==> src/cause_latch_pkg.sv <==
// Purpose: shared constants and types for the interrupt cause latch
// Assumes: 20-bit register address space, 32-bit data
// Notes: offsets besides the cause register are local layout
package cause_latch_pkg;

  localparam int ADDR_W = 20;
  localparam int DATA_W = 32;
  localparam int CAUSE_W = 7;

  // register offsets
  localparam logic [ADDR_W-1:0] CAUSE_OFFSET = 20'h000c0;
  localparam logic [ADDR_W-1:0] MASK_OFFSET = 20'h000d0;
  localparam logic [ADDR_W-1:0] CTRL_OFFSET = 20'h000d8;
  localparam logic [ADDR_W-1:0] THRESH_OFFSET = 20'h000dc;

  // cause bit positions
  localparam int TX_DESC_WB_BIT = 0;
  localparam int TX_QUEUE_EMPTY_BIT = 1;
  localparam int LINK_CHANGE_BIT = 2;
  localparam int RX_SEQ_ERR_BIT = 3;
  localparam int RX_MIN_THRESH_BIT = 4;
  localparam int RESERVED_BIT = 5;
  localparam int RX_OVERRUN_BIT = 6;

  // control register fields
  localparam int CTRL_PHY_INT_BIT = 0;
  localparam int CTRL_SERIAL_BIT = 1;
  localparam int CTRL_LINK_BIT = 2;
  localparam int CTRL_DELAY_LSB = 16;
  localparam int DELAY_W = 16;
  localparam int COUNT_W = 16;

  // values after reset
  localparam logic [CAUSE_W-1:0] CAUSE_RESET = 7'h00;
  localparam logic [CAUSE_W-1:0] MASK_RESET = 7'h00;
  localparam logic [DELAY_W-1:0] DELAY_RESET = 16'h0040;
  localparam logic [COUNT_W-1:0] THRESH_RESET = 16'h0008;
  localparam logic [2:0] SYNC_RESET = 3'h0;

  // register bus request
  typedef struct packed {
    logic [ADDR_W-1:0] addr;
    logic [DATA_W-1:0] wdata;
    logic we;
    logic re;
  } reg_req_s;

  // receive delimiter symbols
  typedef enum logic [2:0] {
    SYM_IDLE = 3'h0,
    SYM_SOF = 3'h1,
    SYM_DATA = 3'h2,
    SYM_PAD = 3'h3,
    SYM_EOF = 3'h4,
    SYM_FILL = 3'h5
  } sym_e;

endpackage

==> src/tx_delay_timer.sv <==
// Purpose: delays the transmit write-back event when the delay bit is set
// Assumes: delay value in clock cycles, zero gives expiry two cycles after the start
// Notes: a delayed event while running joins the pending one
`timescale 1ns/1ps
`default_nettype none
module tx_delay_timer
  import cause_latch_pkg::*;
(
  // clock and reset
  input wire logic clk_i,
  input wire logic rst_n_i,
  // delayed request
  input wire logic start_i,
  input wire logic [DELAY_W-1:0] delay_i,
  // expiry
  output logic expire_o
);

  typedef struct packed {
    logic run;
    logic [DELAY_W-1:0] cnt;
    logic fire;
  } timer_s;

  timer_s st_q;
  timer_s st_d;

  always_comb begin
    st_d = st_q;
    st_d.fire = 1'b0;
    if (st_q.run) begin
      if (st_q.cnt == '0) begin
        st_d.run = 1'b0;
        st_d.fire = 1'b1;
      end else begin
        st_d.cnt = st_q.cnt - 1'b1;
      end
    end else if (start_i) begin
      st_d.run = 1'b1;
      st_d.cnt = delay_i;
    end
  end

  always_ff @(posedge clk_i) begin
    if (!rst_n_i) begin
      st_q <= '0;
    end else begin
      st_q <= st_d;
    end
  end

  assign expire_o = st_q.fire;

endmodule
`default_nettype wire

==> src/rx_sequence_checker.sv <==
// Purpose: checks receive delimiter order in ten-bit serial mode
// Assumes: one symbol per valid cycle
// Notes: after an error it waits for idle before checking again
`timescale 1ns/1ps
`default_nettype none
module rx_sequence_checker
  import cause_latch_pkg::*;
(
  // clock and reset
  input wire logic clk_i,
  input wire logic rst_n_i,
  // symbol stream
  input wire logic enable_i,
  input wire logic sym_valid_i,
  input wire sym_e sym_i,
  // result
  output logic error_o
);

  typedef enum logic [5:0] {
    ST_IDLE = 6'h01,
    ST_SOF = 6'h02,
    ST_DATA = 6'h04,
    ST_PAD = 6'h08,
    ST_END = 6'h10,
    ST_BAD = 6'h20
  } seq_e;

  typedef struct packed {
    seq_e state;
    logic err;
  } seq_s;

  seq_s st_q;
  seq_s st_d;
  seq_e nxt;

  always_comb begin
    st_d = st_q;
    st_d.err = 1'b0;
    nxt = ST_BAD;
    case (st_q.state)
      ST_IDLE: nxt = (sym_i == SYM_IDLE) ? ST_IDLE : (sym_i == SYM_SOF) ? ST_SOF : ST_BAD;
      ST_SOF: nxt = (sym_i == SYM_DATA) ? ST_DATA : ST_BAD;
      ST_DATA: nxt = (sym_i == SYM_DATA) ? ST_DATA : (sym_i == SYM_PAD) ? ST_PAD :
                     (sym_i == SYM_EOF) ? ST_END : ST_BAD;
      ST_PAD: nxt = (sym_i == SYM_EOF) ? ST_END : ST_BAD;
      ST_END: nxt = (sym_i == SYM_FILL) ? ST_END : (sym_i == SYM_IDLE) ? ST_IDLE : ST_BAD;
      ST_BAD: nxt = (sym_i == SYM_IDLE) ? ST_IDLE : ST_BAD;
      default: nxt = ST_BAD;
    endcase
    if (!enable_i) begin
      st_d.state = ST_IDLE;
    end else if (sym_valid_i) begin
      st_d.state = nxt;
      st_d.err = (nxt == ST_BAD) && (st_q.state != ST_BAD);
    end
  end

  always_ff @(posedge clk_i) begin
    if (!rst_n_i) begin
      st_q <= '{state: ST_IDLE, err: 1'b0};
    end else begin
      st_q <= st_d;
    end
  end

  assign error_o = st_q.err;

endmodule
`default_nettype wire

==> src/interrupt_cause_latch.sv <==
// Purpose: latches controller interrupt causes and drives one host interrupt
// Assumes: single clock, register port with read data one cycle later
// Notes: events are single-cycle pulses from logic on the same clock
`timescale 1ns/1ps
`default_nettype none
module interrupt_cause_latch
  import cause_latch_pkg::*;
(
  // clock and reset
  input wire logic clk_i,
  input wire logic rst_n_i,
  // register port
  input wire reg_req_s reg_req_i,
  output logic [DATA_W-1:0] rdata_o,
  // transmit events
  input wire logic tx_desc_done_i,
  input wire logic report_status_bit_i,
  input wire logic delay_interrupt_bit_i,
  input wire logic tx_queue_empty_i,
  // link
  input wire logic link_up_pin_i,
  input wire logic link_up_int_i,
  // receive events
  input wire logic rx_sym_valid_i,
  input wire sym_e rx_sym_i,
  input wire logic [COUNT_W-1:0] rx_desc_count_i,
  input wire logic rx_overrun_i,
  // host interrupt
  output logic irq_o
);

  typedef struct packed {
    logic [CAUSE_W-1:0] cause;
    logic [CAUSE_W-1:0] mask;
    logic phy_int_mode;
    logic serial_mode;
    logic [DELAY_W-1:0] delay;
    logic [COUNT_W-1:0] thresh;
    logic [2:0] link_sync;
    logic link_filt;
    logic link_prev;
    logic [COUNT_W-1:0] count_prev;
    logic [DATA_W-1:0] rdata;
    logic irq;
  } latch_s;

  latch_s st_q;
  latch_s st_d;

  logic delayed_expire;
  logic seq_error;
  logic delayed_start;
  logic [CAUSE_W-1:0] events;
  logic [CAUSE_W-1:0] clear;
  logic link_sel;
  logic hit_cause;
  logic hit_mask;
  logic hit_ctrl;
  logic hit_thresh;
  logic [DATA_W-1:0] ctrl_word;

  // delayed write-back path
  assign delayed_start = tx_desc_done_i & report_status_bit_i & delay_interrupt_bit_i;

  tx_delay_timer u_timer (
    .clk_i(clk_i),
    .rst_n_i(rst_n_i),
    .start_i(delayed_start),
    .delay_i(st_q.delay),
    .expire_o(delayed_expire)
  );

  // delimiter order check
  rx_sequence_checker u_seq (
    .clk_i(clk_i),
    .rst_n_i(rst_n_i),
    .enable_i(st_q.serial_mode),
    .sym_valid_i(rx_sym_valid_i),
    .sym_i(rx_sym_i),
    .error_o(seq_error)
  );

  // address decode
  assign hit_cause = (reg_req_i.addr == CAUSE_OFFSET);
  assign hit_mask = (reg_req_i.addr == MASK_OFFSET);
  assign hit_ctrl = (reg_req_i.addr == CTRL_OFFSET);
  assign hit_thresh = (reg_req_i.addr == THRESH_OFFSET);

  // link source selection
  assign link_sel = st_q.phy_int_mode ? link_up_int_i : st_q.link_filt;

  // event vector
  always_comb begin
    events = '0;
    events[TX_DESC_WB_BIT] = (tx_desc_done_i & report_status_bit_i & ~delay_interrupt_bit_i)
                             | delayed_expire;
    events[TX_QUEUE_EMPTY_BIT] = tx_queue_empty_i;
    events[LINK_CHANGE_BIT] = (link_sel != st_q.link_prev);
    events[RX_SEQ_ERR_BIT] = seq_error;
    events[RX_MIN_THRESH_BIT] = (rx_desc_count_i <= st_q.thresh)
                                && (st_q.count_prev > st_q.thresh);
    events[RX_OVERRUN_BIT] = rx_overrun_i;
  end

  // clear vector from software
  always_comb begin
    clear = '0;
    if (reg_req_i.re && hit_cause) begin
      clear = '1;
    end else if (reg_req_i.we && hit_cause) begin
      clear = reg_req_i.wdata[CAUSE_W-1:0];
    end
  end

  // control readback
  always_comb begin
    ctrl_word = '0;
    ctrl_word[CTRL_PHY_INT_BIT] = st_q.phy_int_mode;
    ctrl_word[CTRL_SERIAL_BIT] = st_q.serial_mode;
    ctrl_word[CTRL_LINK_BIT] = link_sel;
    ctrl_word[CTRL_DELAY_LSB +: DELAY_W] = st_q.delay;
  end

  // next state
  always_comb begin
    st_d = st_q;

    // cause flags: set wins over clear
    st_d.cause = (st_q.cause & ~clear) | events;
    st_d.cause[RESERVED_BIT] = 1'b0;

    // link filtering: change counts when second and third stages agree
    st_d.link_sync = {st_q.link_sync[1:0], link_up_pin_i};
    if (st_q.link_sync[1] == st_q.link_sync[2]) begin
      st_d.link_filt = st_q.link_sync[2];
    end
    st_d.link_prev = link_sel;

    // descriptor count history
    st_d.count_prev = rx_desc_count_i;

    // register writes
    if (reg_req_i.we) begin
      if (hit_mask) begin
        st_d.mask = reg_req_i.wdata[CAUSE_W-1:0];
        st_d.mask[RESERVED_BIT] = 1'b0;
      end
      if (hit_ctrl) begin
        st_d.phy_int_mode = reg_req_i.wdata[CTRL_PHY_INT_BIT];
        st_d.serial_mode = reg_req_i.wdata[CTRL_SERIAL_BIT];
        st_d.delay = reg_req_i.wdata[CTRL_DELAY_LSB +: DELAY_W];
      end
      if (hit_thresh) begin
        st_d.thresh = reg_req_i.wdata[COUNT_W-1:0];
      end
    end

    // register reads, data in the following cycle
    st_d.rdata = '0;
    if (reg_req_i.re) begin
      if (hit_cause) begin
        st_d.rdata[CAUSE_W-1:0] = st_q.cause;
      end else if (hit_mask) begin
        st_d.rdata[CAUSE_W-1:0] = st_q.mask;
      end else if (hit_ctrl) begin
        st_d.rdata = ctrl_word;
      end else if (hit_thresh) begin
        st_d.rdata[COUNT_W-1:0] = st_q.thresh;
      end
    end

    // host interrupt
    st_d.irq = |(st_d.cause & st_d.mask);
  end

  always_ff @(posedge clk_i) begin
    if (!rst_n_i) begin
      st_q.cause <= CAUSE_RESET;
      st_q.mask <= MASK_RESET;
      st_q.phy_int_mode <= 1'b0;
      st_q.serial_mode <= 1'b0;
      st_q.delay <= DELAY_RESET;
      st_q.thresh <= THRESH_RESET;
      st_q.link_sync <= SYNC_RESET;
      st_q.link_filt <= 1'b0;
      st_q.link_prev <= 1'b0;
      st_q.count_prev <= '0;
      st_q.rdata <= '0;
      st_q.irq <= 1'b0;
    end else begin
      st_q <= st_d;
    end
  end

  assign rdata_o = st_q.rdata;
  assign irq_o = st_q.irq;

endmodule
`default_nettype wire

==> config.mk <==
export PLATFORM = sky130hd
export DESIGN_NAME = interrupt_cause_latch
export DESIGN_NICKNAME = d
export VERILOG_FILES = /design/src/cause_latch_pkg.sv /design/src/tx_delay_timer.sv /design/src/rx_sequence_checker.sv /design/src/interrupt_cause_latch.sv
export SDC_FILE = /design/constraint.sdc
export NUM_CORES = 1
export LEC_CHECK = 0
export BUFFER_PORTS_ARGS = -buffer_cell sky130_fd_sc_hd__buf_2
export CAP_MARGIN = 15
export CORE_UTILIZATION = 50
export DETAILED_ROUTE_END_ITERATION = 6
export PLACE_DENSITY = 0.83
export SKIP_LAST_GASP = 1
export SYNTH_ARGS = -nofsm -noshare
export SYNTH_HDL_FRONTEND = slang
export SYNTH_HIERARCHICAL = 1
export SYNTH_SLANG_ARGS = --single-unit
==> constraint.sdc <==
create_clock -name clk_i -period 2.9 [get_ports clk_i]
set_input_delay 0.29 -clock clk_i [delete_from_list [all_inputs] [get_ports clk_i]]
set_output_delay 0.29 -clock clk_i [all_outputs]
set_load 0.1 [all_outputs]
### Word level (Yosys, flattened, before mapping)

Index checks and enable logic that the tools add are counted.

| word-level totals | value |
|---|---|
| logic and storage cells | 98 |
| input bits | 83 |
| flip-flop bits (word level) | 127 |
| output and inout bits | 33 |

| operators by class | value |
|---|---|
| $lt $le $gt $ge | 2 |
| bitwise operators | 13 |
| add/subtract/negate cells | 1 |
| reductions and logical operators | 17 |
| multiplexer cells | 25 |
| eq/ne operators | 20 |

Operators by type and width:

| operator | number |
|---|---|
| $eq 20x8->1 const B | 4 |
| $mux 16 | 4 |
| $mux 6 | 8 |
| $mux 41 | 1 |
| $pmux 6 s6 | 1 |
| $mux 7 | 5 |
| $mux 17 | 2 |
| $mux 18 | 1 |
| $gt 16x16->1 | 1 |
| $le 16x16->1 | 1 |
| $logic_not 16->1 | 1 |
| $sub 16x1->16 const B | 1 |
| $and 7x7->7 | 2 |
| $eq 6x6->1 const B | 2 |
| $reduce_and 2->1 | 6 |
| $not 7->7 | 1 |
| $or 7x7->7 | 1 |
| $reduce_or 7->1 | 1 |
| $eq 3x2->1 const B | 2 |
| $eq 3x3->1 const B | 2 |
| $eq 6x1->1 const B | 1 |
| $eq 6x2->1 const B | 1 |
| $eq 6x3->1 const B | 1 |
| $eq 6x4->1 const B | 1 |
| 16 further kinds | 27 |

### Longest topological paths before layout

| depth | value |
|---|---|
| depth after elaboration | 9 |
| gate-level depth with buffers | 9 |
| gate-level depth less buffers | 9 |

### Modules after synthesis

The synthesis kept the hierarchy.

By module, submodules not included:

| module | cells an instance | area each (µm²) | times used | sequential area each (µm²) |
|---|---|---|---|---|
| interrupt_cause_latch | 495 | 4540.6 | 1 | 2001.9 |
| tx_delay_timer | 130 | 1081.0 | 1 | 360.3 |
| rx_sequence_checker | 79 | 608.1 | 1 | 140.1 |

### Worst setup path before layout

OpenSTA, ideal clock, no wires.

| timing | value |
|---|---|
| kind | in2reg |
| from | input port reg_req_i[42] (netlist name) |
| to | register st_q (netlist bit irq_o) |
| setup slack | 0.264 ns |
| buffers on the path | 1 |
| required time | 2.783 ns |
| data arrival time | 2.519 ns |
| setup time | 0.117 ns |
| stages | 8 |
| cell sequence | or4b_1 -> or4_4 -> or4_1 -> buf_2 -> nor3_2 -> o32a_1 -> nand4b_1 -> a22o_1 |

| on the way | value |
|---|---|
| cells in the longest elaborated chain, start to end | 9 |
| elaborated cells between the ends (all ways) | 13 |
| those cells by class | eq/ne: 2; mux: 4; bitwise: 4; reduce/logical: 3 |

RTL lines:

| what | line | text |
|---|---|---|
| start: declaration | interrupt_cause_latch.sv:13 | `input wire reg_req_s reg_req_i,` |
| $eq 20x8->1 | interrupt_cause_latch.sv:84 | `assign hit_cause = (reg_req_i.addr == CAUSE_OFFSET);` |
| $logic_and 1x1->1 | interrupt_cause_latch.sv:110 | `end else if (reg_req_i.we && hit_cause) begin` |
| $mux 7 | interrupt_cause_latch.sv:110 |  |
| $mux 7 | interrupt_cause_latch.sv:108 | `if (reg_req_i.re && hit_cause) begin` |
| $not 7->7 | interrupt_cause_latch.sv:129 | `st_d.cause = (st_q.cause & ~clear) \| events;` |
| $and 7x7->7 | interrupt_cause_latch.sv:129 |  |
| $or 7x7->7 | interrupt_cause_latch.sv:129 |  |
| $and 7x7->7 (*) | interrupt_cause_latch.sv:173 | `st_d.irq = \|(st_d.cause & st_d.mask);` |
| $reduce_or 7->1 (*) | interrupt_cause_latch.sv:173 |  |
| end signal: assignment | interrupt_cause_latch.sv:191 | `st_q <= st_d;` |
| end: declaration | interrupt_cause_latch.sv:47 | `latch_s st_q;` |

Mark *: on every way between the ends. The rest lies on a longest branch, timed or not.
A chain may end at the register's enable or synchronous reset.

### Worst setup path in the final report

Ends and elaborated chain as after synthesis.

==> summary.txt <==
Place
  – Gpl congestion: just over 0.9
  – Post-DP Area: between 0.006 and 0.007 mm²
  – Hpwl dp: 10.8 mm
  – IO Port Bufs: about 120

Synthesis
  – Post-Syn Area: 0.00623 mm²
  – Register area share after synthesis: 0.402
  – Ys Warns: 6
  – EDFF count, synth: 0
  – Library cells used by synthesis: 78
  – Syn Nets: approximately 800
  – Prevailing post-synth register cell: dfxtp_1
  – Syn Inst Count: roughly 700
  – Synthesized area per cell: 8.85 µm²
  – Asr flop ratio synth: 0
  – Seq cells post-synth: between 100 and 150

Finish
  – Layout area overhead: 18.1%
  – Commonest non-fill, non-tap cells in the layout: dfxtp_1, buf_2, nand2_1
  – Commonest non-fill, non-tap cell in the layout: dfxtp_1
  – Multi-input gate area: 0.00324 mm²
  – FF+latch area: 0.00250 mm²
  – Post-route design area: 0.00736 mm²
  – Nets: 900
  – Layout cells sized above 1: 0.233
  – Fill cell total of the finished layout: between 1000 and 1500

Clock network
  – Clk sinks: 125
  – CTS Hold Bufs: 0
  – Clock Latency Late Sink: between 400 and 500 ps
  – Clock Pin Slew Worst Setup and Hold Paths: roughly 60 ps
  – Post-CTS setup buffer count: 0
  – Htree depth: 4
  – Clock Path Buffers: 2
  – TritonCTS clock tree: yes
  – Root Buffer: clkbuf_16
  – Post-CTS sizing: 0
  – Cts bufs inserted: 17

Die
  – Die H: ~110 µm
  – Die ar.: 0.0129 mm²
  – Core footprint: 0.0121 mm²
  – # IOs: around 120
  – Site row count: 40
  – Initial Utilization: 0.516
  – DIE WIDTH: 114 µm

Critical path
  – Worst R2R End: irq_o$_SDFF_PN0_
  – Reg-to-reg slack, setup: 620 ps
  – Worst setup EP type: flop
  – Arrival @ worst endpoint: between 2000 and 3000 ps
  – Worst setup path endpoint: irq_o$_SDFF_PN0_
  – Setup crit start: reg_req_i[42]
  – Worst reg2reg path depth: 9
  – CP max FO: 6
  – Critical Path RT: 3210 ps
  – WS Path Type: input port to flop
  – FF-to-FF Start: st_q[55]$_SDFFE_PN0P_
  – CP Launch Type: input port

Global routing
  – First-pass GRT wire length: approximately 24 mm
  – Overall Global Routing Usage: 0.243
  – Grt ovf: 0
  – Largest net degree at the start of global routing: 46
  – Vias in the first global route: 5049
  – Initial antenna violation count: 0

Route
  – WL final: about 15 mm
  – Initial detailed-routing violation count: 355
  – WL per Instance: 15.4 µm
  – Detail Route Antenna Nets: 0
  – Via density: approximately 5.4
  – Vias: around 5200
  – Residual DRC count: 0
  – DR pass1 iterations: 5

STA
  – Worst-Margin Slew: approximately 680 ps
  – Final period util: 0.836
  – RSZ-0062 raised after global routing: false
  – Slew Limit Fails: 0
  – Max Freq: 413 MHz
  – Final setup fails: 0
  – Relative slew slack: 0.548
  – Hold Worst Slack: 93.6 ps
  – Setup tns final: 0 ps
  – Tmin final: 2420 ps
  – Final Hold Vio Count: 0
  – Layout Skew: between 6 and 7 ps

Power and ir drop
  – Cell leakage power: around 3.0 nW
  – Pwr dens: 611 mW/mm²
  – Max rail drop VDD: slightly above 0.3 mV

Run
  – Max_cap viols: 0

Min path
  – Tightest Hold Check Type: input port to flop

Run status
  – Outcome: completed
kinds of logic after synthesis:
group,share of synthesized area
buffers and inverters,0.0787
AO/OA/AOI/OAI,0.168
AND/OR/NAND/NOR,0.244
XOR/XNOR,0.00984
adder cells (fa/ha/maj),0.0663
flip-flops,0.402
multiplexers,0.0315
worst min path at each step:
stage | to | cells past startpoint | slack, ps | from
after floorplan | st_q[33]$_SDFF_PN0_ | 1 | 410 | rx_desc_count_i[0]
after global placement | st_d[53]$_SDFF_PN0_ | 1 | 410 | st_d[52]$_SDFF_PN0_
after detailed placement | st_d[53]$_SDFF_PN0_ | 1 | 420 | st_d[52]$_SDFF_PN0_
after CTS | ctrl_word[22]$_SDFFE_PN1P_ | 3 | 80 | reg_req_i[24]
after global routing | st_q[38]$_SDFF_PN0_ | 2 | 100 | rx_desc_count_i[5]
final | ctrl_word[22]$_SDFFE_PN1P_ | 3 | 90 | reg_req_i[24]
final cells by class:
| cell class | instances | area share |
|---|---|---|
| Clock buffer | 22 | 0.0644 |
| Clock inverter | 10 | 0.0219 |
| Multi-Input combinational cell | 488 | 0.440 |
| Antenna cell | 1 | 0.000340 |
| Timing Repair Buffer | 127 | 0.0921 |
| Sequential cell | 125 | 0.340 |
| Tap cell | 168 | 0.0286 |
| Inverter | 25 | 0.0128 |
power by group:
part / switching (mW) / total (mW) / internal [mW] / leakage (nW)
logic: 0.257 / 0.456 / 0.199 / 1.68
clock network: 0.758 / 2.26 / 1.50 / 0.302
registers: 0.0285 / 1.78 / 1.75 / 1.01
total: 1.04 / 4.50 / 3.46 / 3.00
per-stage QoR:
stage | power [mW] | setup WS [ps] | cells | util
global placement | 2.26 | 116 | 933 | 0.557
CTS | 4.53 | 504 | 965 | 0.610
global route | 4.66 | 326 | 965 | 0.610
detailed placement | 2.26 | 62.7 | 933 | 0.557
floorplan | 2.12 | 264 | 704 | -
finish | 4.50 | 477 | 966 | 0.610
cells in the mapped netlist (21+ instances only):
cell type	instances	share of area
dfxtp_1	125	0.40
inv_1	24	0.014
buf_4	35	0.042
nand2_1	96	0.058
ha_1	33	0.066
nor2_1	33	0.020
a21boi_0	35	0.042
a21oi_1	28	0.022
and2_1	39	0.039
clkbuf_1	21	0.013
state kept, by name (all words and copies together), names as in the netlist:
name              flops
ctrl_word            18
irq_o                 1
rdata_o              32
st_d                  2
st_q                 47
u_seq/error_o         1
u_seq/st_q            6
u_timer/expire_o      1
u_timer/st_q         17
worst max-delay path, cell delays in order:
cell and delay, ps:
buf_2 90, or4b_1 520, or4_4 490, or4_1 620, a21oi_1 250, o32a_1 180, nand4b_1 90, a22o_1 180
routing by layer:
layer | GRT usage | wire length [µm] | up-vias
met5 | 0 | 0 | -
met4 | 0.110 | 302 | 0
met3 | 0.0468 | 714 | 26
met2 | 0.381 | 6950 | 166
met1 | 0.323 | 6920 | 2434
li1 | - | - | 2616
(Power assumes the default switching activity.)
